===== src/logic/gmx_pkg.sv =====
// Constants shared by the pin-function multiplexer and its input conditioner
package gmx_pkg;
    localparam int          ADDR_W          = 8;
    localparam int          DATA_W          = 16;
    localparam int          NUM_GP          = 6;
    localparam int          NUM_PINS        = 8;
    localparam int          SEL_W           = 4;

    // Register offsets
    localparam logic [7:0]  ADDR_CLK_SRC    = 8'h08;
    localparam logic [7:0]  ADDR_PORT_SEL   = 8'h09;
    localparam logic [7:0]  ADDR_PIN_FN     = 8'h0a;
    localparam logic [7:0]  ADDR_STATUS     = 8'h12;
    localparam logic [7:0]  ADDR_PIN12      = 8'h13;
    localparam logic [7:0]  ADDR_PIN34      = 8'h14;
    localparam logic [7:0]  ADDR_PIN56      = 8'h15;
    localparam logic [7:0]  ADDR_INPUT_CTRL = 8'h16;
    localparam logic [7:0]  ADDR_IRQ_MASK   = 8'h17;

    // Field positions
    localparam int          MASTER_CLOCK_SOURCE_SEL_BIT    = 15;
    localparam int          PORT_SEL_BIT    = 13;
    localparam int          PIN1_FN_BIT     = 15;
    localparam int          PIN6_FN_BIT     = 14;
    localparam int          TRIS_BIT        = 13;
    // Per-pin byte: odd pins in the low byte, even pins in the high byte
    localparam int          FLD_DEB         = 7;
    localparam int          FLD_IRQ_ENA     = 6;
    localparam int          FLD_PU          = 5;
    localparam int          FLD_PD          = 4;
    localparam int          FLD_SEL_LSB     = 0;
    // Input control: polarity per pin, then detect-pin enables and debounce
    localparam int          IC_POL_LSB      = 0;
    localparam int          IC_DET_ENA_LSB  = 8;
    localparam int          IC_DET_DEB_LSB  = 10;
    localparam int          IC_TIMEOUT_CLOCK_BIT    = 12;

    // Reset values
    localparam logic [15:0] RST_CLK_SRC     = 16'h0000;
    localparam logic [15:0] RST_PORT_SEL    = 16'h0000;
    localparam logic [15:0] RST_PIN_FN      = 16'h0000;
    localparam logic [15:0] RST_PIN12       = 16'h1000;
    localparam logic [15:0] RST_PIN34       = 16'h1010;
    localparam logic [15:0] RST_PIN56       = 16'h1010;
    localparam logic [15:0] RST_INPUT_CTRL  = 16'h0000;
    localparam logic [15:0] RST_IRQ_MASK    = 16'h0000;

    // Per-pin function codes
    localparam logic [3:0]  FN_INPUT        = 4'h0;
    localparam logic [3:0]  FN_CLK_OUT      = 4'h1;
    localparam logic [3:0]  FN_LOGIC0       = 4'h2;
    localparam logic [3:0]  FN_LOGIC1       = 4'h3;
    localparam logic [3:0]  FN_TEMP_OK      = 4'h4;
    localparam logic [3:0]  FN_FLL_LOCK     = 4'h5;
    localparam logic [3:0]  FN_IRQ          = 4'h6;

    // Timing
    localparam int          CLK_PERIOD_NS     = 10;
    localparam int          TIMEOUT_PERIOD_NS = 10000;
    localparam int          TIMEOUT_CYCLES    = TIMEOUT_PERIOD_NS / CLK_PERIOD_NS;
    localparam int          DEB_TICKS         = 4;
endpackage : gmx_pkg


===== src/logic/gmx_pin_input.sv =====
// Input conditioner: synchroniser, polarity and optional debounce for one pin
module gmx_pin_input
    import gmx_pkg::*;
#(
    parameter int DEB_COUNT = DEB_TICKS
)(
    input  wire logic clock,
    input  wire logic arst_n,
    input  wire logic pin_level,
    input  wire logic invert,
    input  wire logic debounce_ena,
    input  wire logic tick,
    output logic      level_out
);
    logic       sync1_q;
    logic       sync2_q;
    logic       level_q;
    logic       level_d;
    logic [7:0] cnt_q;
    logic [7:0] cnt_d;
    logic       pol;

    always_comb
    begin
        pol     = sync2_q ^ invert;
        level_d = level_q;
        cnt_d   = cnt_q;
        if (!debounce_ena)
        begin
            level_d = pol;
            cnt_d   = 8'h00;
        end
        else if (pol == level_q)
        begin
            cnt_d = 8'h00;
        end
        else if (tick)
        begin
            // Without timeout ticks a debounced level never moves
            if (cnt_q >= 8'(DEB_COUNT - 1))
            begin
                level_d = pol;
                cnt_d   = 8'h00;
            end
            else
            begin
                cnt_d = cnt_q + 8'h01;
            end
        end
    end

    always_ff @(posedge clock or negedge arst_n)
    begin
        if (!arst_n)
        begin
            sync1_q <= 1'b0;
            sync2_q <= 1'b0;
            level_q <= 1'b0;
            cnt_q   <= 8'h00;
        end
        else
        begin
            sync1_q <= pin_level; // RL15
            sync2_q <= sync1_q;
            level_q <= level_d;
            cnt_q   <= cnt_d;
        end
    end

    assign level_out = level_q;
endmodule : gmx_pin_input


===== src/logic/gmx_pin_mux.sv =====
// Pin-function multiplexer for six general pins and two detect inputs
// Operation
// RL1: Master clock comes from dedicated pin, or pin two when source bit set.
// RL2: Port select routes pins three to five to second audio interface.
// RL3: Pin one carries ADC frame clock, or becomes general with internal tie.
// RL4: Pin six is general, or drives inverted ADC frame clock.
// RL5: Tristate-all floats every pin, overriding port, clock and pin settings.
// RL6: Priority is pulls, tristate, pin configuration, then function code.
// RL7: Function code acts only when the pin is left in general use.
// RL8: Reset enables pull-down on pins two to six, none on pin one.
// RL9: Only pins one to six offer pulls and outputs; seven, eight detect only.
// RL10: Pins one to six can drive constant high or constant low.
// RL11: Input pins feed interrupt through enable, optional debounce and polarity.
// RL12: Pin event status bits stay latched once set.
// RL13: Writing one to a status bit clears it.
// RL14: Software enables the timeout clock when debounce is wanted.
// RL15: Pin inputs are synchronised before polarity, debounce and latching.
module gmx_pin_mux
    import gmx_pkg::*;
#(
    parameter int TICK_CYCLES = TIMEOUT_CYCLES,
    parameter int DEB_COUNT   = DEB_TICKS
)(
    input  wire logic                clock,
    input  wire logic                arst_n,
    input  wire logic [ADDR_W-1:0]   reg_addr,
    input  wire logic [DATA_W-1:0]   reg_wdata,
    input  wire logic                reg_write,
    input  wire logic                reg_read,
    output logic      [DATA_W-1:0]   reg_rdata,
    input  wire logic [NUM_GP-1:0]   pin_in,
    output logic      [NUM_GP-1:0]   pin_out,
    output logic      [NUM_GP-1:0]   pin_oe,
    output logic      [NUM_GP-1:0]   pin_pull_up_enable,
    output logic      [NUM_GP-1:0]   pin_pull_down_enable,
    input  wire logic                detect_input_seven,
    input  wire logic                detect_input_eight,
    input  wire logic                master_clock_pin,
    output logic                     master_clock,
    input  wire logic                adc_frame_clock_core,
    input  wire logic                dac_frame_clock,
    output logic                     adc_frame_clock,
    output logic                     audio_port_select,
    output logic                     alternate_bit_clock,
    output logic                     alternate_dac_frame_clock,
    output logic                     alternate_dac_data,
    input  wire logic                clock_out_src,
    input  wire logic                temperature_ok,
    input  wire logic                fll_locked,
    output logic                     codec_irq
);
    logic [15:0]         clk_src_q,  clk_src_d;
    logic [15:0]         port_sel_q, port_sel_d;
    logic [15:0]         pin_fn_q,   pin_fn_d;
    logic [15:0]         pin_cfg_q [3];
    logic [15:0]         pin_cfg_d [3];
    logic [15:0]         in_ctrl_q,  in_ctrl_d;
    logic [15:0]         irq_mask_q, irq_mask_d;
    logic [7:0]          status_q,   status_d;
    logic [DATA_W-1:0]   rdata_q,    rdata_d;
    logic [NUM_GP-1:0]   pin_out_q,  pin_out_d;
    logic [NUM_GP-1:0]   pin_oe_q,   pin_oe_d;
    logic                irq_q,      irq_d;
    logic [15:0]         tick_cnt_q, tick_cnt_d;
    logic                tick;
    logic [NUM_PINS-1:0] level_prev_q;
    logic [NUM_PINS-1:0] raw_level;
    logic [NUM_PINS-1:0] clean_level;
    logic [NUM_PINS-1:0] deb_ena;
    logic [NUM_PINS-1:0] evt_ena;
    logic [NUM_PINS-1:0] input_mode;
    logic [NUM_PINS-1:0] event_hit;
    logic                tris;
    logic                mclk_alt;
    logic                aif2;
    logic                pin1_gp;
    logic                pin6_alt;
    logic                adc_eff;
    logic [7:0]          pcfg [NUM_GP];
    logic [NUM_GP-1:0]   claimed;

    // Configuration settings, each overridden by tristate-all
    always_comb
    begin
        tris     = pin_fn_q[TRIS_BIT];
        mclk_alt = clk_src_q[MASTER_CLOCK_SOURCE_SEL_BIT] & ~tris;   // RL5
        aif2     = port_sel_q[PORT_SEL_BIT] & ~tris;  // RL5
        pin1_gp  = pin_fn_q[PIN1_FN_BIT] & ~tris;     // RL5
        pin6_alt = pin_fn_q[PIN6_FN_BIT] & ~tris;     // RL5
        // Internal tie when pin one is given away to general use
        adc_eff  = pin1_gp ? dac_frame_clock : adc_frame_clock_core; // RL3
        for (int i = 0; i < NUM_GP; i++)
        begin
            pcfg[i] = pin_cfg_q[i / 2][8 * (i % 2) +: 8];
        end
        claimed    = '0;
        claimed[0] = ~pin1_gp & ~tris;  // RL3
        claimed[1] = mclk_alt;          // RL1
        claimed[2] = aif2;              // RL2
        claimed[3] = aif2;              // RL2
        claimed[4] = aif2;              // RL2
        claimed[5] = pin6_alt;          // RL4
    end

    assign master_clock              = mclk_alt ? pin_in[1] : master_clock_pin; // RL1
    assign adc_frame_clock           = adc_eff;
    assign audio_port_select         = aif2;                                    // RL2
    assign alternate_bit_clock       = aif2 & pin_in[2];                        // RL2
    assign alternate_dac_frame_clock = aif2 & pin_in[3];                        // RL2
    assign alternate_dac_data        = aif2 & pin_in[4];                        // RL2

    // Pin drive resolution in precedence order
    always_comb
    begin
        for (int i = 0; i < NUM_GP; i++)
        begin
            pin_out_d[i]            = 1'b0;
            pin_oe_d[i]             = 1'b0;
            pin_pull_up_enable[i]   = pcfg[i][FLD_PU];  // RL9
            pin_pull_down_enable[i] = pcfg[i][FLD_PD];  // RL9
            input_mode[i]           = 1'b0;
            if (pcfg[i][FLD_PU] | pcfg[i][FLD_PD])
            begin
                // A pulled pin is never driven, and is an input unless claimed; the driver would fight the resistor
                input_mode[i] = ~claimed[i];            // RL6
            end
            else if (tris)
            begin
                pin_oe_d[i]   = 1'b0;                   // RL5 RL6
                input_mode[i] = (pcfg[i][FLD_SEL_LSB +: SEL_W] == FN_INPUT);
            end
            else if (claimed[i])
            begin
                if (i == 0)
                begin
                    pin_out_d[i] = adc_frame_clock_core; // RL3
                    pin_oe_d[i]  = 1'b1;
                end
                else if (i == 5)
                begin
                    pin_out_d[i] = ~adc_eff;             // RL4
                    pin_oe_d[i]  = 1'b1;
                end
            end
            else
            begin
                pin_oe_d[i] = 1'b1;                      // RL7
                unique case (pcfg[i][FLD_SEL_LSB +: SEL_W])
                    FN_INPUT:
                    begin
                        pin_oe_d[i]   = 1'b0;
                        input_mode[i] = 1'b1;
                    end
                    FN_CLK_OUT:  pin_out_d[i] = clock_out_src;
                    FN_LOGIC0:   pin_out_d[i] = 1'b0;    // RL10
                    FN_LOGIC1:   pin_out_d[i] = 1'b1;    // RL10
                    FN_TEMP_OK:  pin_out_d[i] = temperature_ok;
                    FN_FLL_LOCK: pin_out_d[i] = fll_locked;
                    FN_IRQ:      pin_out_d[i] = irq_q;
                    default:     pin_oe_d[i]  = 1'b0;
                endcase
            end
        end
        input_mode[6] = 1'b1; // RL9
        input_mode[7] = 1'b1; // RL9
    end

    // Timeout clock as a one-cycle enable; debounce stalls while it is off
    always_comb
    begin
        tick       = 1'b0;
        tick_cnt_d = tick_cnt_q;
        if (!in_ctrl_q[IC_TIMEOUT_CLOCK_BIT])
        begin
            tick_cnt_d = 16'h0000; // RL14
        end
        else if (tick_cnt_q >= 16'(TICK_CYCLES - 1))
        begin
            tick       = 1'b1;
            tick_cnt_d = 16'h0000;
        end
        else
        begin
            tick_cnt_d = tick_cnt_q + 16'h0001;
        end
    end

    always_comb
    begin
        raw_level = {detect_input_eight, detect_input_seven, pin_in};
        for (int i = 0; i < NUM_GP; i++)
        begin
            deb_ena[i] = pcfg[i][FLD_DEB];
            evt_ena[i] = pcfg[i][FLD_IRQ_ENA];
        end
        deb_ena[7:6] = in_ctrl_q[IC_DET_DEB_LSB +: 2];
        evt_ena[7:6] = in_ctrl_q[IC_DET_ENA_LSB +: 2];
    end

    for (genvar g = 0; g < NUM_PINS; g++)
    begin : g_input
        gmx_pin_input #(
            .DEB_COUNT    (DEB_COUNT)
        ) u_input (
            .clock        (clock),
            .arst_n       (arst_n),
            .pin_level    (raw_level[g]),
            .invert       (in_ctrl_q[IC_POL_LSB + g]),
            .debounce_ena (deb_ena[g]),
            .tick         (tick),
            .level_out    (clean_level[g])
        ); // RL11
    end

    // Register writes, status latching and read data
    always_comb
    begin
        clk_src_d  = clk_src_q;
        port_sel_d = port_sel_q;
        pin_fn_d   = pin_fn_q;
        pin_cfg_d  = pin_cfg_q;
        in_ctrl_d  = in_ctrl_q;
        irq_mask_d = irq_mask_q;
        status_d   = status_q;
        rdata_d    = '0;
        event_hit  = clean_level & ~level_prev_q & evt_ena & input_mode; // RL11
        if (reg_write)
        begin
            unique case (reg_addr)
                ADDR_CLK_SRC:    clk_src_d    = reg_wdata;
                ADDR_PORT_SEL:   port_sel_d   = reg_wdata;
                ADDR_PIN_FN:     pin_fn_d     = reg_wdata;
                ADDR_PIN12:      pin_cfg_d[0] = reg_wdata;
                ADDR_PIN34:      pin_cfg_d[1] = reg_wdata;
                ADDR_PIN56:      pin_cfg_d[2] = reg_wdata;
                ADDR_INPUT_CTRL: in_ctrl_d    = reg_wdata;
                ADDR_IRQ_MASK:   irq_mask_d   = reg_wdata;
                ADDR_STATUS:     status_d     = status_q & ~reg_wdata[7:0]; // RL13
                default:         ;
            endcase
        end
        // A new event beats a clear in the same cycle
        status_d = status_d | event_hit; // RL12
        irq_d    = |(status_q & irq_mask_q[7:0]);
        if (reg_read)
        begin
            unique case (reg_addr)
                ADDR_CLK_SRC:    rdata_d = clk_src_q;
                ADDR_PORT_SEL:   rdata_d = port_sel_q;
                ADDR_PIN_FN:     rdata_d = pin_fn_q;
                ADDR_PIN12:      rdata_d = pin_cfg_q[0];
                ADDR_PIN34:      rdata_d = pin_cfg_q[1];
                ADDR_PIN56:      rdata_d = pin_cfg_q[2];
                ADDR_INPUT_CTRL: rdata_d = in_ctrl_q;
                ADDR_IRQ_MASK:   rdata_d = irq_mask_q;
                ADDR_STATUS:     rdata_d = {8'h00, status_q};
                default:         rdata_d = '0;
            endcase
        end
    end

    always_ff @(posedge clock or negedge arst_n)
    begin
        if (!arst_n)
        begin
            clk_src_q    <= RST_CLK_SRC;
            port_sel_q   <= RST_PORT_SEL;
            pin_fn_q     <= RST_PIN_FN;
            pin_cfg_q[0] <= RST_PIN12;  // RL8
            pin_cfg_q[1] <= RST_PIN34;  // RL8
            pin_cfg_q[2] <= RST_PIN56;  // RL8
            in_ctrl_q    <= RST_INPUT_CTRL;
            irq_mask_q   <= RST_IRQ_MASK;
            status_q     <= 8'h00;
            rdata_q      <= '0;
            pin_out_q    <= '0;
            pin_oe_q     <= '0;
            irq_q        <= 1'b0;
            tick_cnt_q   <= 16'h0000;
            level_prev_q <= '0;
        end
        else
        begin
            clk_src_q    <= clk_src_d;
            port_sel_q   <= port_sel_d;
            pin_fn_q     <= pin_fn_d;
            pin_cfg_q    <= pin_cfg_d;
            in_ctrl_q    <= in_ctrl_d;
            irq_mask_q   <= irq_mask_d;
            status_q     <= status_d;
            rdata_q      <= rdata_d;
            pin_out_q    <= pin_out_d;
            pin_oe_q     <= pin_oe_d;
            irq_q        <= irq_d;
            tick_cnt_q   <= tick_cnt_d;
            level_prev_q <= clean_level;
        end
    end

    assign reg_rdata = rdata_q;
    assign pin_out   = pin_out_q;
    assign pin_oe    = pin_oe_q;
    assign codec_irq = irq_q;
endmodule : gmx_pin_mux


===== config.mk =====
export PLATFORM = sky130hd
export DESIGN_NAME = gmx_pin_mux
export DESIGN_NICKNAME = d
export VERILOG_FILES = /design/src/logic/gmx_pkg.sv /design/src/logic/gmx_pin_input.sv /design/src/logic/gmx_pin_mux.sv
export SDC_FILE = /design/constraint.sdc
export NUM_CORES = 1
export LEC_CHECK = 0
export BUFFER_PORTS_ARGS = -buffer_cell sky130_fd_sc_hd__buf_2
export CORE_ASPECT_RATIO = 1.75
export CORE_MARGIN = 4
export CORE_UTILIZATION = 55
export CTS_CLUSTER_SIZE = 25
export DETAILED_ROUTE_END_ITERATION = 6
export GPL_ROUTABILITY_DRIVEN = 0
export GPL_TIMING_DRIVEN = 1
export PLACE_DENSITY = 0.89
export SLEW_MARGIN = 20
export SYNTH_ARGS = -nofsm -noshare
export SYNTH_HDL_FRONTEND = slang
export SYNTH_HIERARCHICAL = 1
export SYNTH_SLANG_ARGS = --single-unit

===== constraint.sdc =====
create_clock -name clock -period 2.81 [get_ports clock]
set_input_delay 0.1405 -clock clock [delete_from_list [all_inputs] [get_ports clock]]
set_output_delay 0.1405 -clock clock [all_outputs]
set_load 0.005 [all_outputs]

==> results of run 1 <==
==> power by group <==
| part | total (W) | internal (W) | switching [W] |
|---|---|---|---|
| Combinational | 0.000736 | 0.000338 | 0.000398 |
| Clock | 0.00382 | 0.00236 | 0.00145 |
| Sequential | 0.00436 | 0.00417 | 0.000197 |
| Total | 0.00892 | 0.00687 | 0.00205 |
==> worst max-delay path, delay by kind of cell (launching register included) <==
kind | cells | cell delay (ns)
AO/OA/AOI/OAI | 3 | 0.70
flip-flops | 1 | 0.41
adder cells (fa/ha/maj) | 1 | 0.26
AND/OR/NAND/NOR | 3 | 0.41
buffers and inverters | 2 | 0.51
==> area by class of cell <==
class                           count  share of cell area, %
Inverter                           25                  0.632
Timing Repair Buffer              140                   6.27
Clock buffer                       31                   4.63
Multi-Input combinational cell    736                   37.7
Clock inverter                     10                   1.53
Tap cell                          300                   2.53
Sequential cell                   277                   46.7
==> per-layer routing <==
| layer | part of all wire, % | vias up | track usage (%) |
|---|---|---|---|
| met1 | 34 | 4779 | 30.7 |
| met5 | 0 | - | 0 |
| met2 | 51 | 573 | 44.4 |
| li1 | - | 4143 | - |
| met4 | 7.1 | 0 | 16.6 |
| met3 | 7.9 | 177 | 4.11 |
==> state kept, by name (all words and copies together), names as in the netlist, 8 cells and up <==
name / flops
status_q: 8
irq_mask_q: 16
reg_rdata: 16
port_sel_q: 16
g_input.u_input/level_out: 8
pin_fn_q: 16
g_input.u_input/sync1_q: 8
in_ctrl_q: 16
clk_src_q: 16
level_prev_q: 8
pcfg: 24
g_input.u_input/sync2_q: 8
tick_cnt_q: 16
g_input.u_input/cnt_q: 64
==> synth_stat cells (all sizes together) (2+ instances only) <==
master	count	area, sq um
dfrtp	272	6810
mux2	146	1710
nor2	98	368
a21oi	62	310
nand2	55	206
mux2i	39	390
nand3	31	155
o21ai	30	180
and2	28	175
nor3	27	145
inv	25	93.8
buf	23	176
clkbuf	21	78.8
nand3b	18	135
nor4	18	233
and3	15	93.8
o22ai	14	87.6
or4	12	124
nand4	11	68.8
xor2	10	87.6
ha	9	113
o211ai	9	67.6
a22oi	8	60.1
a41oi	8	70.1
xor3	8	190
nand2b	7	43.8
o2bb2ai	7	61.3
a31oi	6	37.5
nor2b	6	37.5
dfstp	5	131
xnor2	5	43.8
a211o	4	35.0
nor3b	4	30.0
o22a	4	35.0
a21o	3	22.5
a22o	3	26.3
or2	3	18.8
a32o	2	20.0
nor4b	2	17.5
o221ai	2	17.5
o41ai	2	17.5
==> cell families after synthesis <==
| family | after synthesis | share of synthesized area, % |
|---|---|---|
| fa+ha+maj | 9 | 0.875 |
| compound gates | 173 | 8.73 |
| simple gates | 339 | 14.7 |
| flops | 277 | 53.9 |
| buf+inv | 69 | 2.71 |
| xor+xnor | 23 | 2.50 |
| mux | 186 | 16.5 |
| other cells | 1 | 0.0292 |
==> worst paths after layout <==
check,start,endpoint,cells past startpoint
max,tick_cnt_q[0],g_input[1].u_input/cnt_q[6],9
min,reg_wdata[5],pin_pull_up_enable[0],2
max reg2reg,tick_cnt_q[0],g_input[1].u_input/cnt_q[6],9
min reg2reg,g_input[0].u_input/sync1_q,g_input[0].u_input/sync2_q,0
max in group asynchronous,arst_n,g_input[6].u_input/sync1_q,3
min in group asynchronous,arst_n,g_input[5].u_input/sync1_q,2
==> stage by stage <==
| step | cell area [sq um] | cells | total power (W) |
|---|---|---|---|
| 4_1_cts | 14900 | 1519 | 0.00896 |
| 3_3_place_gp | 13700 | 1457 | 0.00508 |
| 6_report | 14900 | 1519 | 0.00892 |
| 3_5_place_dp | 13700 | 1457 | 0.00512 |
| 5_1_grt | 14900 | 1519 | 0.00921 |
| 2_1_floorplan | 12900 | 1082 | 0.00477 |
==> results by group, run 1 <==
Run status
  – Status: finished, violations left
  – Failing checks: DRC

GRT
  – Largest net degree at the start of global routing: 106
  – Vias in the first global route: between 10k and 15k
  – Total global routing overflow: 0
  – Total GRT Usage: a little over a quarter
  – First-pass GRT wire length: 53600 um
  – Initial antenna violation count: 0

Timing
  – Min cycle time layout: between 2 and 2.5 ns
  – Final setup vio count: 0
  – RSZ-0062 raised after global routing: no
  – Hold slack: about 0.025 ns
  – Slew @ Worst Pin: around 0.86 ns
  – Max_slew headroom: 42.1%
  – Fmax: between 400 and 500 MHz
  – Final Max Slew Viols: 0
  – Hold Vio Cnt, Final: 0
  – Setup ws final: ~0.37 ns
  – Crit share post-route: between 80% and 90%
  – Post-route setup TNS: 0 ns
  – Clk_skew: roughly 0.014 ns

Yosys
  – Average size of a mapped cell: between 10 and 15 sq um
  – Post-synth EDFFs: 0
  – Mapped cell area: approximately 13000 sq um
  – Register area share after synthesis: 53.9%
  – Async SR Flop Fraction: between 90% and 100%
  – Post-Synthesis Cells: 1077
  – Ys Warns: 6
  – Ys flop type: dfrtp_1
  – Netlist cell types: 67
  – #FFs+latches synth: 277

Clock tree
  – CTS Sinks: 277
  – CTS Root Cell: clkbuf_16
  – CTS max path bufs: 3
  – H-Tree Depth: 1
  – Setup bufs post-CTS: 0
  – Number of hold buffers added after CTS: 21
  – Clock slew at reported path FFs: ~0.07 ns
  – TritonCTS clock tree: built
  – CTS Buf Count: 24
  – Worst skew pair latency: 0.53 ns
  – Post-CTS resize count: 0

Critical path
  – Crit path max fanout: 32
  – Critical Path, Cell by Cell: ha_1, a211o_1, nand3_1, a31oi_2, buf_4, inv_1, nand3_1, a41oi_1, nor2_1
  – Critical Path End Type: flop
  – Worst Path Required: around 3.2 ns
  – Startpoint Class: flop
  – CP dominant cell by count: nand3_1
  – Flop-to-flop setup slack: roughly 0.37 ns
  – Crit Path Category: flop to flop
  – Max incr delay on CP: 0.41 ns
  – Arr. time, crit path: approximately 2.8 ns
  – Slowest-stage cell, CP: dfrtp_1

Floorplanning
  – Core Area: approximately 23000 sq um
  – Total die area: 26000 sq um
  – Rows: 73
  – Die X: around 120 um
  – Die H: between 200 and 250 um
  – Initial Util: between 50% and 60%
  – Ports: 89

Finish
  – Share of cells above drive strength 1: ~28%
  – Nets@finish: 1255
  – Area Overhead vs Synth: 15.5%
  – Final core utilization: 64.8%
  – Leading cell types in the layout, fill and taps excluded: 272 x dfrtp_1, 128 x mux2_2, 98 x nor2_1
  – Fill cell count: approximately 1.6k
  – Footprint of the multi-input gates: ~5600 sq um
  – Reg area: just under 7000 sq um
  – Antenna diodes: 0
  – Commonest non-fill, non-tap cell in the layout: dfrtp_1

Detailed routing
  – Post-route ant nets: 0
  – Via count: just under 10k
  – Drt initial violations: about 910
  – Vias per cell: 6.37
  – Final wirelength: ~33000 um
  – Drt pass-1 iters: 7
  – Drc violations: 8
  – Wire per inst: between 20 and 25 um

Job
  – Max_cap viols: 0

Power and ir drop
  – Worst ir drop on vdd: ~0.42 mV
  – LEAKAGE: roughly 7 nW
  – Power Dens Cells: around 600 nW/um^2

Place
  – Pre-CTS WS: around 0.50 ns
  – PortBufs: 88
  – Hpwl dp: approximately 23000 um

Hold path
  – Hold Crit Class: input port to flop
(Power assumes the default switching activity.)
==> run 2: changes to the inputs <==
CTS_BUF_LIST = sky130_fd_sc_hd__clkbuf_16   (was default)
CTS_CLUSTER_DIAMETER = 80   (was default)
SKIP_LAST_GASP = 1   (was default)
==> run 2 against run 1 <==
The flow now finishes without violations; utilization shrank 2.5 points; critical path type unchanged; sequential cell count stayed put; clock power fell by 39%.
==> results by group, run 2 (synthesized netlist as in run 1, its figures left out) <==
Finish
  – Area Overhead vs Synth: 11.0%
  – Largest Register: g_input.u_input/cnt_q
  – Nets@finish: 1236 (-1.5%)
  – Max reg flops: 64 (unchanged)
  – Share of cells above drive strength 1: 26.8% (-1.2 points)
  – Leading cell types in the layout, fill and taps excluded: 272 x dfrtp_1, 128 x mux2_2, 98 x nor2_1
  – Commonest non-fill, non-tap cell in the layout: dfrtp_1
  – Final non-filler cell area: 14300 sq um (-3.8%)

Place
  – Cell Area, Placed: 13700 sq um (unchanged)
  – Hpwl dp: 22900 um (unchanged)
  – PortBufs: 88 (unchanged)
  – Pre-CTS WS: 0.496 ns (unchanged)

Clock tree
  – Setup bufs post-CTS: 0 (unchanged)
  – CTS Sinks: 277 (unchanged)
  – Post-CTS resize count: 0 (unchanged)
  – CTS Buf Count: 15 (-38%)
  – CTS Root Cell: clkbuf_16
  – Clock slew at reported path FFs: 0.10 ns (+0.03 ns)
  – Worst skew pair latency: 0.51 ns (-0.02 ns)
  – H-Tree Depth: 1 (unchanged)
  – CTS max path bufs: 3 (unchanged)
  – Number of hold buffers added after CTS: 11 (-48%)
  – TritonCTS clock tree: built

Power and ir drop
  – LEAKAGE: 6.76 nW (-3.6%)
  – Worst ir drop on vdd: 0.404 mV (-2.9%)
  – Power Dens Cells: 518 nW/um^2 (-14%)

Critical path
  – Arr. time, crit path: 2.75 ns (-0.08 ns)
  – Startpoint Class: flop
  – Worst Path Required: 3.20 ns (about the same)
  – Critical Path End Type: flop
  – Crit path max fanout: 32 (unchanged)
  – Worst R2R Path Depth: 9 (unchanged)
  – Crit Path Category: flop to flop

Timing
  – Setup ws final: 0.450 ns (+0.0791 ns)
  – Hold Vio Cnt, Final: 0 (unchanged)
  – Crit share post-route: 84.0% (-2.8 points)
  – Hold slack: 0.00868 ns (-0.0168 ns)
  – RSZ-0062 raised after global routing: no
  – Final setup vio count: 0 (unchanged)
  – Slew @ Worst Pin: 1.02 ns (+0.154 ns)
  – Post-route setup TNS: 0 ns (unchanged)
  – Min cycle time layout: 2.36 ns (-0.0791 ns)
  – Final Max Slew Viols: 0 (unchanged)
  – Max_slew headroom: 31.8% (-10 points)
  – Clk_skew: 0.0289 ns (+0.0147 ns)
  – Fmax: 424 MHz (+3.4%)

Detailed routing
  – Vias per cell: 6.30 (-1.1%)
  – Wire per inst: 21.8 um (-1.1%)
  – Drc violations: 0 (-8)
  – Drt initial violations: 1045 (+15%)
  – Final wirelength: 32500 um (-2.7%)
  – Post-route ant nets: 0 (unchanged)
  – Drt pass-1 iters: 6 (-1)
  – Via count: 9407 (-2.7%)

GRT
  – Initial antenna violation count: 3 (+3)
  – Largest net degree at the start of global routing: 106 (unchanged)
  – Total GRT Usage: 25.3% (-0.96 points)
  – Vias in the first global route: 9930 (-2.6%)
  – First-pass GRT wire length: 51800 um (-3.4%)
  – Total global routing overflow: 0 (unchanged)

Job
  – Max_cap viols: 0 (unchanged)

Floorplanning
  – Total die area: 26000 sq um (unchanged)
  – Initial Util: 56.1% (unchanged)
  – Die X: 124 um (unchanged)
  – Rows: 73 (unchanged)
  – Ports: 89 (unchanged)
  – Die H: 210 um (unchanged)
  – Core Area: 22900 sq um (unchanged)

Hold path
  – Hold Crit Class: input port to flop
  – Hold depth: 2 (unchanged)

Run status
  – Status: completed
-- run 2: cell count changes in the layout (fill, tap and decap cells not counted) --
cell,delta
clkinvlp_4,-1
inv_6,+1
clkinv_2,-2
diode_2,+2
clkbuf_16,-10
clkbuf_8,-4
clkbuf_1,-2
bufinv_16,-7
clkinv_16,+1
dlygate4sd3_1,-10
inv_1,+7
-- run 2: power breakdown --
| group | internal [W] | leakage (nW) | switching [W] |
|---|---|---|---|
| Combinational | 0.000328 | 2.81 | 0.000392 |
| Clock | 0.00101 | 0.238 | 0.00131 |
| Sequential | 0.00416 | 3.72 | 0.000195 |
-- run 2: critical path, stage by stage (launching register included) --
cell     delay [ns]
dfrtp_1        0.42
ha_1           0.27
a211o_1        0.30
nand3_1        0.11
a31oi_2        0.10
buf_4          0.28
inv_1          0.20
nand3_1        0.17
a41oi_1        0.29
nor2_1         0.09
-- run 2: metrics by stage --
| step | utilization, % | cells | power, W |
|---|---|---|---|
| after floorplan | - | 1082 | 0.00477 |
| after global placement | 59.9 | 1457 | 0.00508 |
| after detailed placement | 59.9 | 1457 | 0.00512 |
| after CTS | 62.3 | 1492 | 0.00739 |
| after global routing | 62.3 | 1493 | 0.00766 |
| final | 62.3 | 1494 | 0.00739 |
-- run 2: worst paths after layout --
kind,startpoint,to,slack (ns)
worst min register to register,g_input[1].u_input/sync1_q,g_input[1].u_input/sync2_q,0.35
min in group asynchronous,arst_n,g_input[5].u_input/sync1_q,0.24
worst max register to register,tick_cnt_q[0],g_input[1].u_input/cnt_q[6],0.45
worst min-delay path,reg_wdata[14],evt_ena[1],0.009
worst max-delay path,tick_cnt_q[0],g_input[1].u_input/cnt_q[6],0.45
max in group asynchronous,arst_n,g_input[2].u_input/sync1_q,1.67
-- run 2: cell type report --
type / instances / area, sq um
antenna: 2 / 5.00
clock buffer: 15 / 375
clock inverter: 9 / 65.1
fill: 1667 / 8640
inverter: 25 / 93.8
multi-input combinational: 736 / 5600
sequential: 277 / 6940
tap: 300 / 375
timing repair buffer: 130 / 831
-- run 2: routing by layer --
metal / global-route usage, % / wire length [um]
met5: 0 / 13
met4: 15.8 / 2190
met3: 3.95 / 2280
met2: 42.9 / 16600
met1: 29.6 / 11400
==> run 3: changes to the inputs <==
CORE_UTILIZATION = 60   (was 55)
PLACE_DENSITY = 0.91   (was 0.89)
clock period = 2.4 ns   (was 2.81 ns; I/O delays follow)
==> run 3 against run 2 <==
Setup slack lost 0.34 ns; critical endpoint is now g_input[2].u_input/cnt_q[6]; clock power grew 16%; global-route usage grew 1.8 points.
==> results by group, run 3 (synthesized netlist as in run 1, its figures left out) <==
GRT
  – Total GRT Usage: 27.1% (+1.8 points)
  – Initial antenna violation count: 0 (-3)
  – Total global routing overflow: 0 (unchanged)
  – Largest net degree at the start of global routing: 86 (-19%)
  – Vias in the first global route: 9964 (+0.34%)
  – First-pass GRT wire length: 52000 um (+0.41%)

Timing
  – Min cycle time layout: 2.29 ns (-0.0701 ns)
  – Slew @ Worst Pin: 0.668 ns (-0.351 ns)
  – Final Max Slew Viols: 0 (unchanged)
  – Final setup vio count: 0 (unchanged)
  – Hold Vio Cnt, Final: 0 (unchanged)
  – Clk_skew: 0.0291 ns (+0.000238 ns)
  – Crit share post-route: 95.4% (+11 points)
  – Fmax: 437 MHz (+3.1%)
  – Max_slew headroom: 55.5% (+24 points)
  – Setup ws final: 0.110 ns (-0.340 ns)
  – RSZ-0062 raised after global routing: no

Clock tree
  – Worst skew pair latency: 0.50 ns (about the same)
  – CTS Sinks: 277 (unchanged)
  – CTS max path bufs: 3 (unchanged)
  – CTS Buf Count: 15 (unchanged)
  – CTS Root Cell: clkbuf_16
  – Clock slew at reported path FFs: 0.10 ns (about the same)
  – TritonCTS clock tree: built
  – H-Tree Depth: 1 (unchanged)

Critical path
  – Slowest-stage cell, CP: dfrtp_1
  – Family with the most delay on the worst path: compound AO/OA/AOI/OAI gates
  – Startpoint Class: flop
  – CP bufs+invs: 2 (unchanged)
  – Crit path depth: 9 (unchanged)
  – Crit Path Category: flop to flop
  – Critical Path End Type: flop
  – Arr. time, crit path: 2.65 ns (-0.10 ns)
  – Crit path max fanout: 7 (-78%)
  – Worst Path Required: 2.76 ns (-0.44 ns)
  – Worst R2R Path Depth: 9 (unchanged)
  – Max incr delay on CP: 0.42 ns (about the same)
  – Critical Path, Cell by Cell: ha_1, a211o_1, nand3_2, a31oi_4, buf_12, inv_1, nand3_1, a41oi_1, nor2_1

Detailed routing
  – Via count: 9621 (+2.3%)
  – Wire per inst: 22.3 um (+2.6%)
  – Drc violations: 0 (unchanged)
  – Drt pass-1 iters: 6 (unchanged)
  – Final wirelength: 32800 um (+0.89%)
  – Post-route ant nets: 0 (unchanged)
  – Vias per cell: 6.55 (+4.0%)
  – Drt initial violations: 1022 (-2.2%)

Run status
  – Status: completed

Finish
  – Largest Register: g_input.u_input/cnt_q
  – Commonest non-fill, non-tap cell in the layout: dfrtp_1
  – Nets@finish: 1259 (+1.9%)
  – Fill cell count: 1390 (-17%)
  – Share of cells above drive strength 1: 27.5% (+0.76 points)
  – Leading cell types in the layout, fill and taps excluded: 272 x dfrtp_1, 128 x mux2_2, 98 x nor2_1
  – Max reg flops: 64 (unchanged)
  – Antenna diodes: 0 (-2)
  – Area Overhead vs Synth: 12.6%
  – Final non-filler cell total: 1469 (-1.7%)
  – Final core utilization: 68.9% (+6.6 points)

Floorplanning
  – Core Area: 21000 sq um (-8.3%)
  – Die X: 119 um (-4.0%)
  – Ports: 89 (unchanged)
  – Initial Util: 61.2% (+5.1 points)
  – Rows: 70 (-4.1%)
  – Total die area: 23900 sq um (-7.9%)
  – Die H: 202 um (-4.1%)

Power and ir drop
  – Worst ir drop on vdd: 0.671 mV (+66%)
  – Power Dens Cells: 599 nW/um^2 (+16%)
  – LEAKAGE: 6.90 nW (+1.9%)

Hold path
  – Hold depth: 2 (unchanged)
  – Hold Crit Class: input port to flop

Place
  – Pre-CTS WS: -0.115 ns (-0.611 ns)
  – Dpl cells: 1420 (-2.5%)
  – Hpwl dp: 23000 um (+0.54%)
  – PortBufs: 88 (unchanged)

Job
  – Max_cap viols: 0 (unchanged)
run 3: changes by cell type in the layout (fill, tap and decap cells not counted):
cell | before | now
buf_4 | 28 | 39
dlygate4sd3_1 | 11 | 19
buf_12 | 3 | 6
a31oi_4 | 0 | 2
diode_2 | 2 | 0
inv_1 | 32 | 34
a31oi_2 | 1 | 0
nand3_1 | 31 | 30
nand3_2 | 0 | 1
run 3: cell type report:
type                            instances  area [sq um]  area share, %
Inverter                               25          93.8          0.648
Clock buffer                           15           375           2.59
Timing Repair Buffer                  152          1050           7.27
Tap cell                              252           315           2.18
Multi-Input combinational cell        737          5640           38.9
Sequential cell                       277          6940           47.9
Clock inverter                         11          72.6          0.501
run 3: report_power, final:
part	switching (W)	internal (W)
Combinational	0.000468	0.000413
Clock	0.00151	0.00118
Sequential	0.000222	0.00487
Total	0.00220	0.00647
run 3: what timing repair did:
action	4_1_cts	5_1_grt
endpoints found under the setup margin	40	11
setup buffers	3	0
pin swaps	1	0
gates resized for setup	0	2
endpoints found under the hold margin	116	0
hold buffers	19	0
gates cloned	1	0
run 3: final timing paths:
check	startpoint	to	slack (ns)
max	tick_cnt_q[0]	g_input[2].u_input/cnt_q[6]	0.11
min	reg_wdata[14]	evt_ena[1]	0.02
max reg2reg	tick_cnt_q[0]	g_input[2].u_input/cnt_q[6]	0.11
min reg2reg	g_input[2].u_input/sync1_q	g_input[2].u_input/sync2_q	0.35
max in group asynchronous	arst_n	pin_pull_down_enable[3]	1.41
min in group asynchronous	arst_n	g_input[5].u_input/cnt_q[0]	0.19
run 3: stage by stage:
step	TNS, ns	hold WS, ns	instance area, sq um	total power [W]
after floorplan	0	-0.176	12900	0.00559
after global placement	0	0.159	13800	0.00596
after detailed placement	-2.31	0.168	13800	0.00601
after CTS	0	0.00563	14500	0.00868
after global routing	0	0.0101	14500	0.00898
final	0	0.0184	14500	0.00867
run 3: metal layers:
layer / GRT usage [%] / up-vias / part of all wire (%)
met5: 0 / - / 0
met4: 16.2 / 0 / 7.1
met3: 3.60 / 184 / 6.4
met2: 48.4 / 519 / 51
met1: 30.6 / 4769 / 35
li1: - / 4149 / -
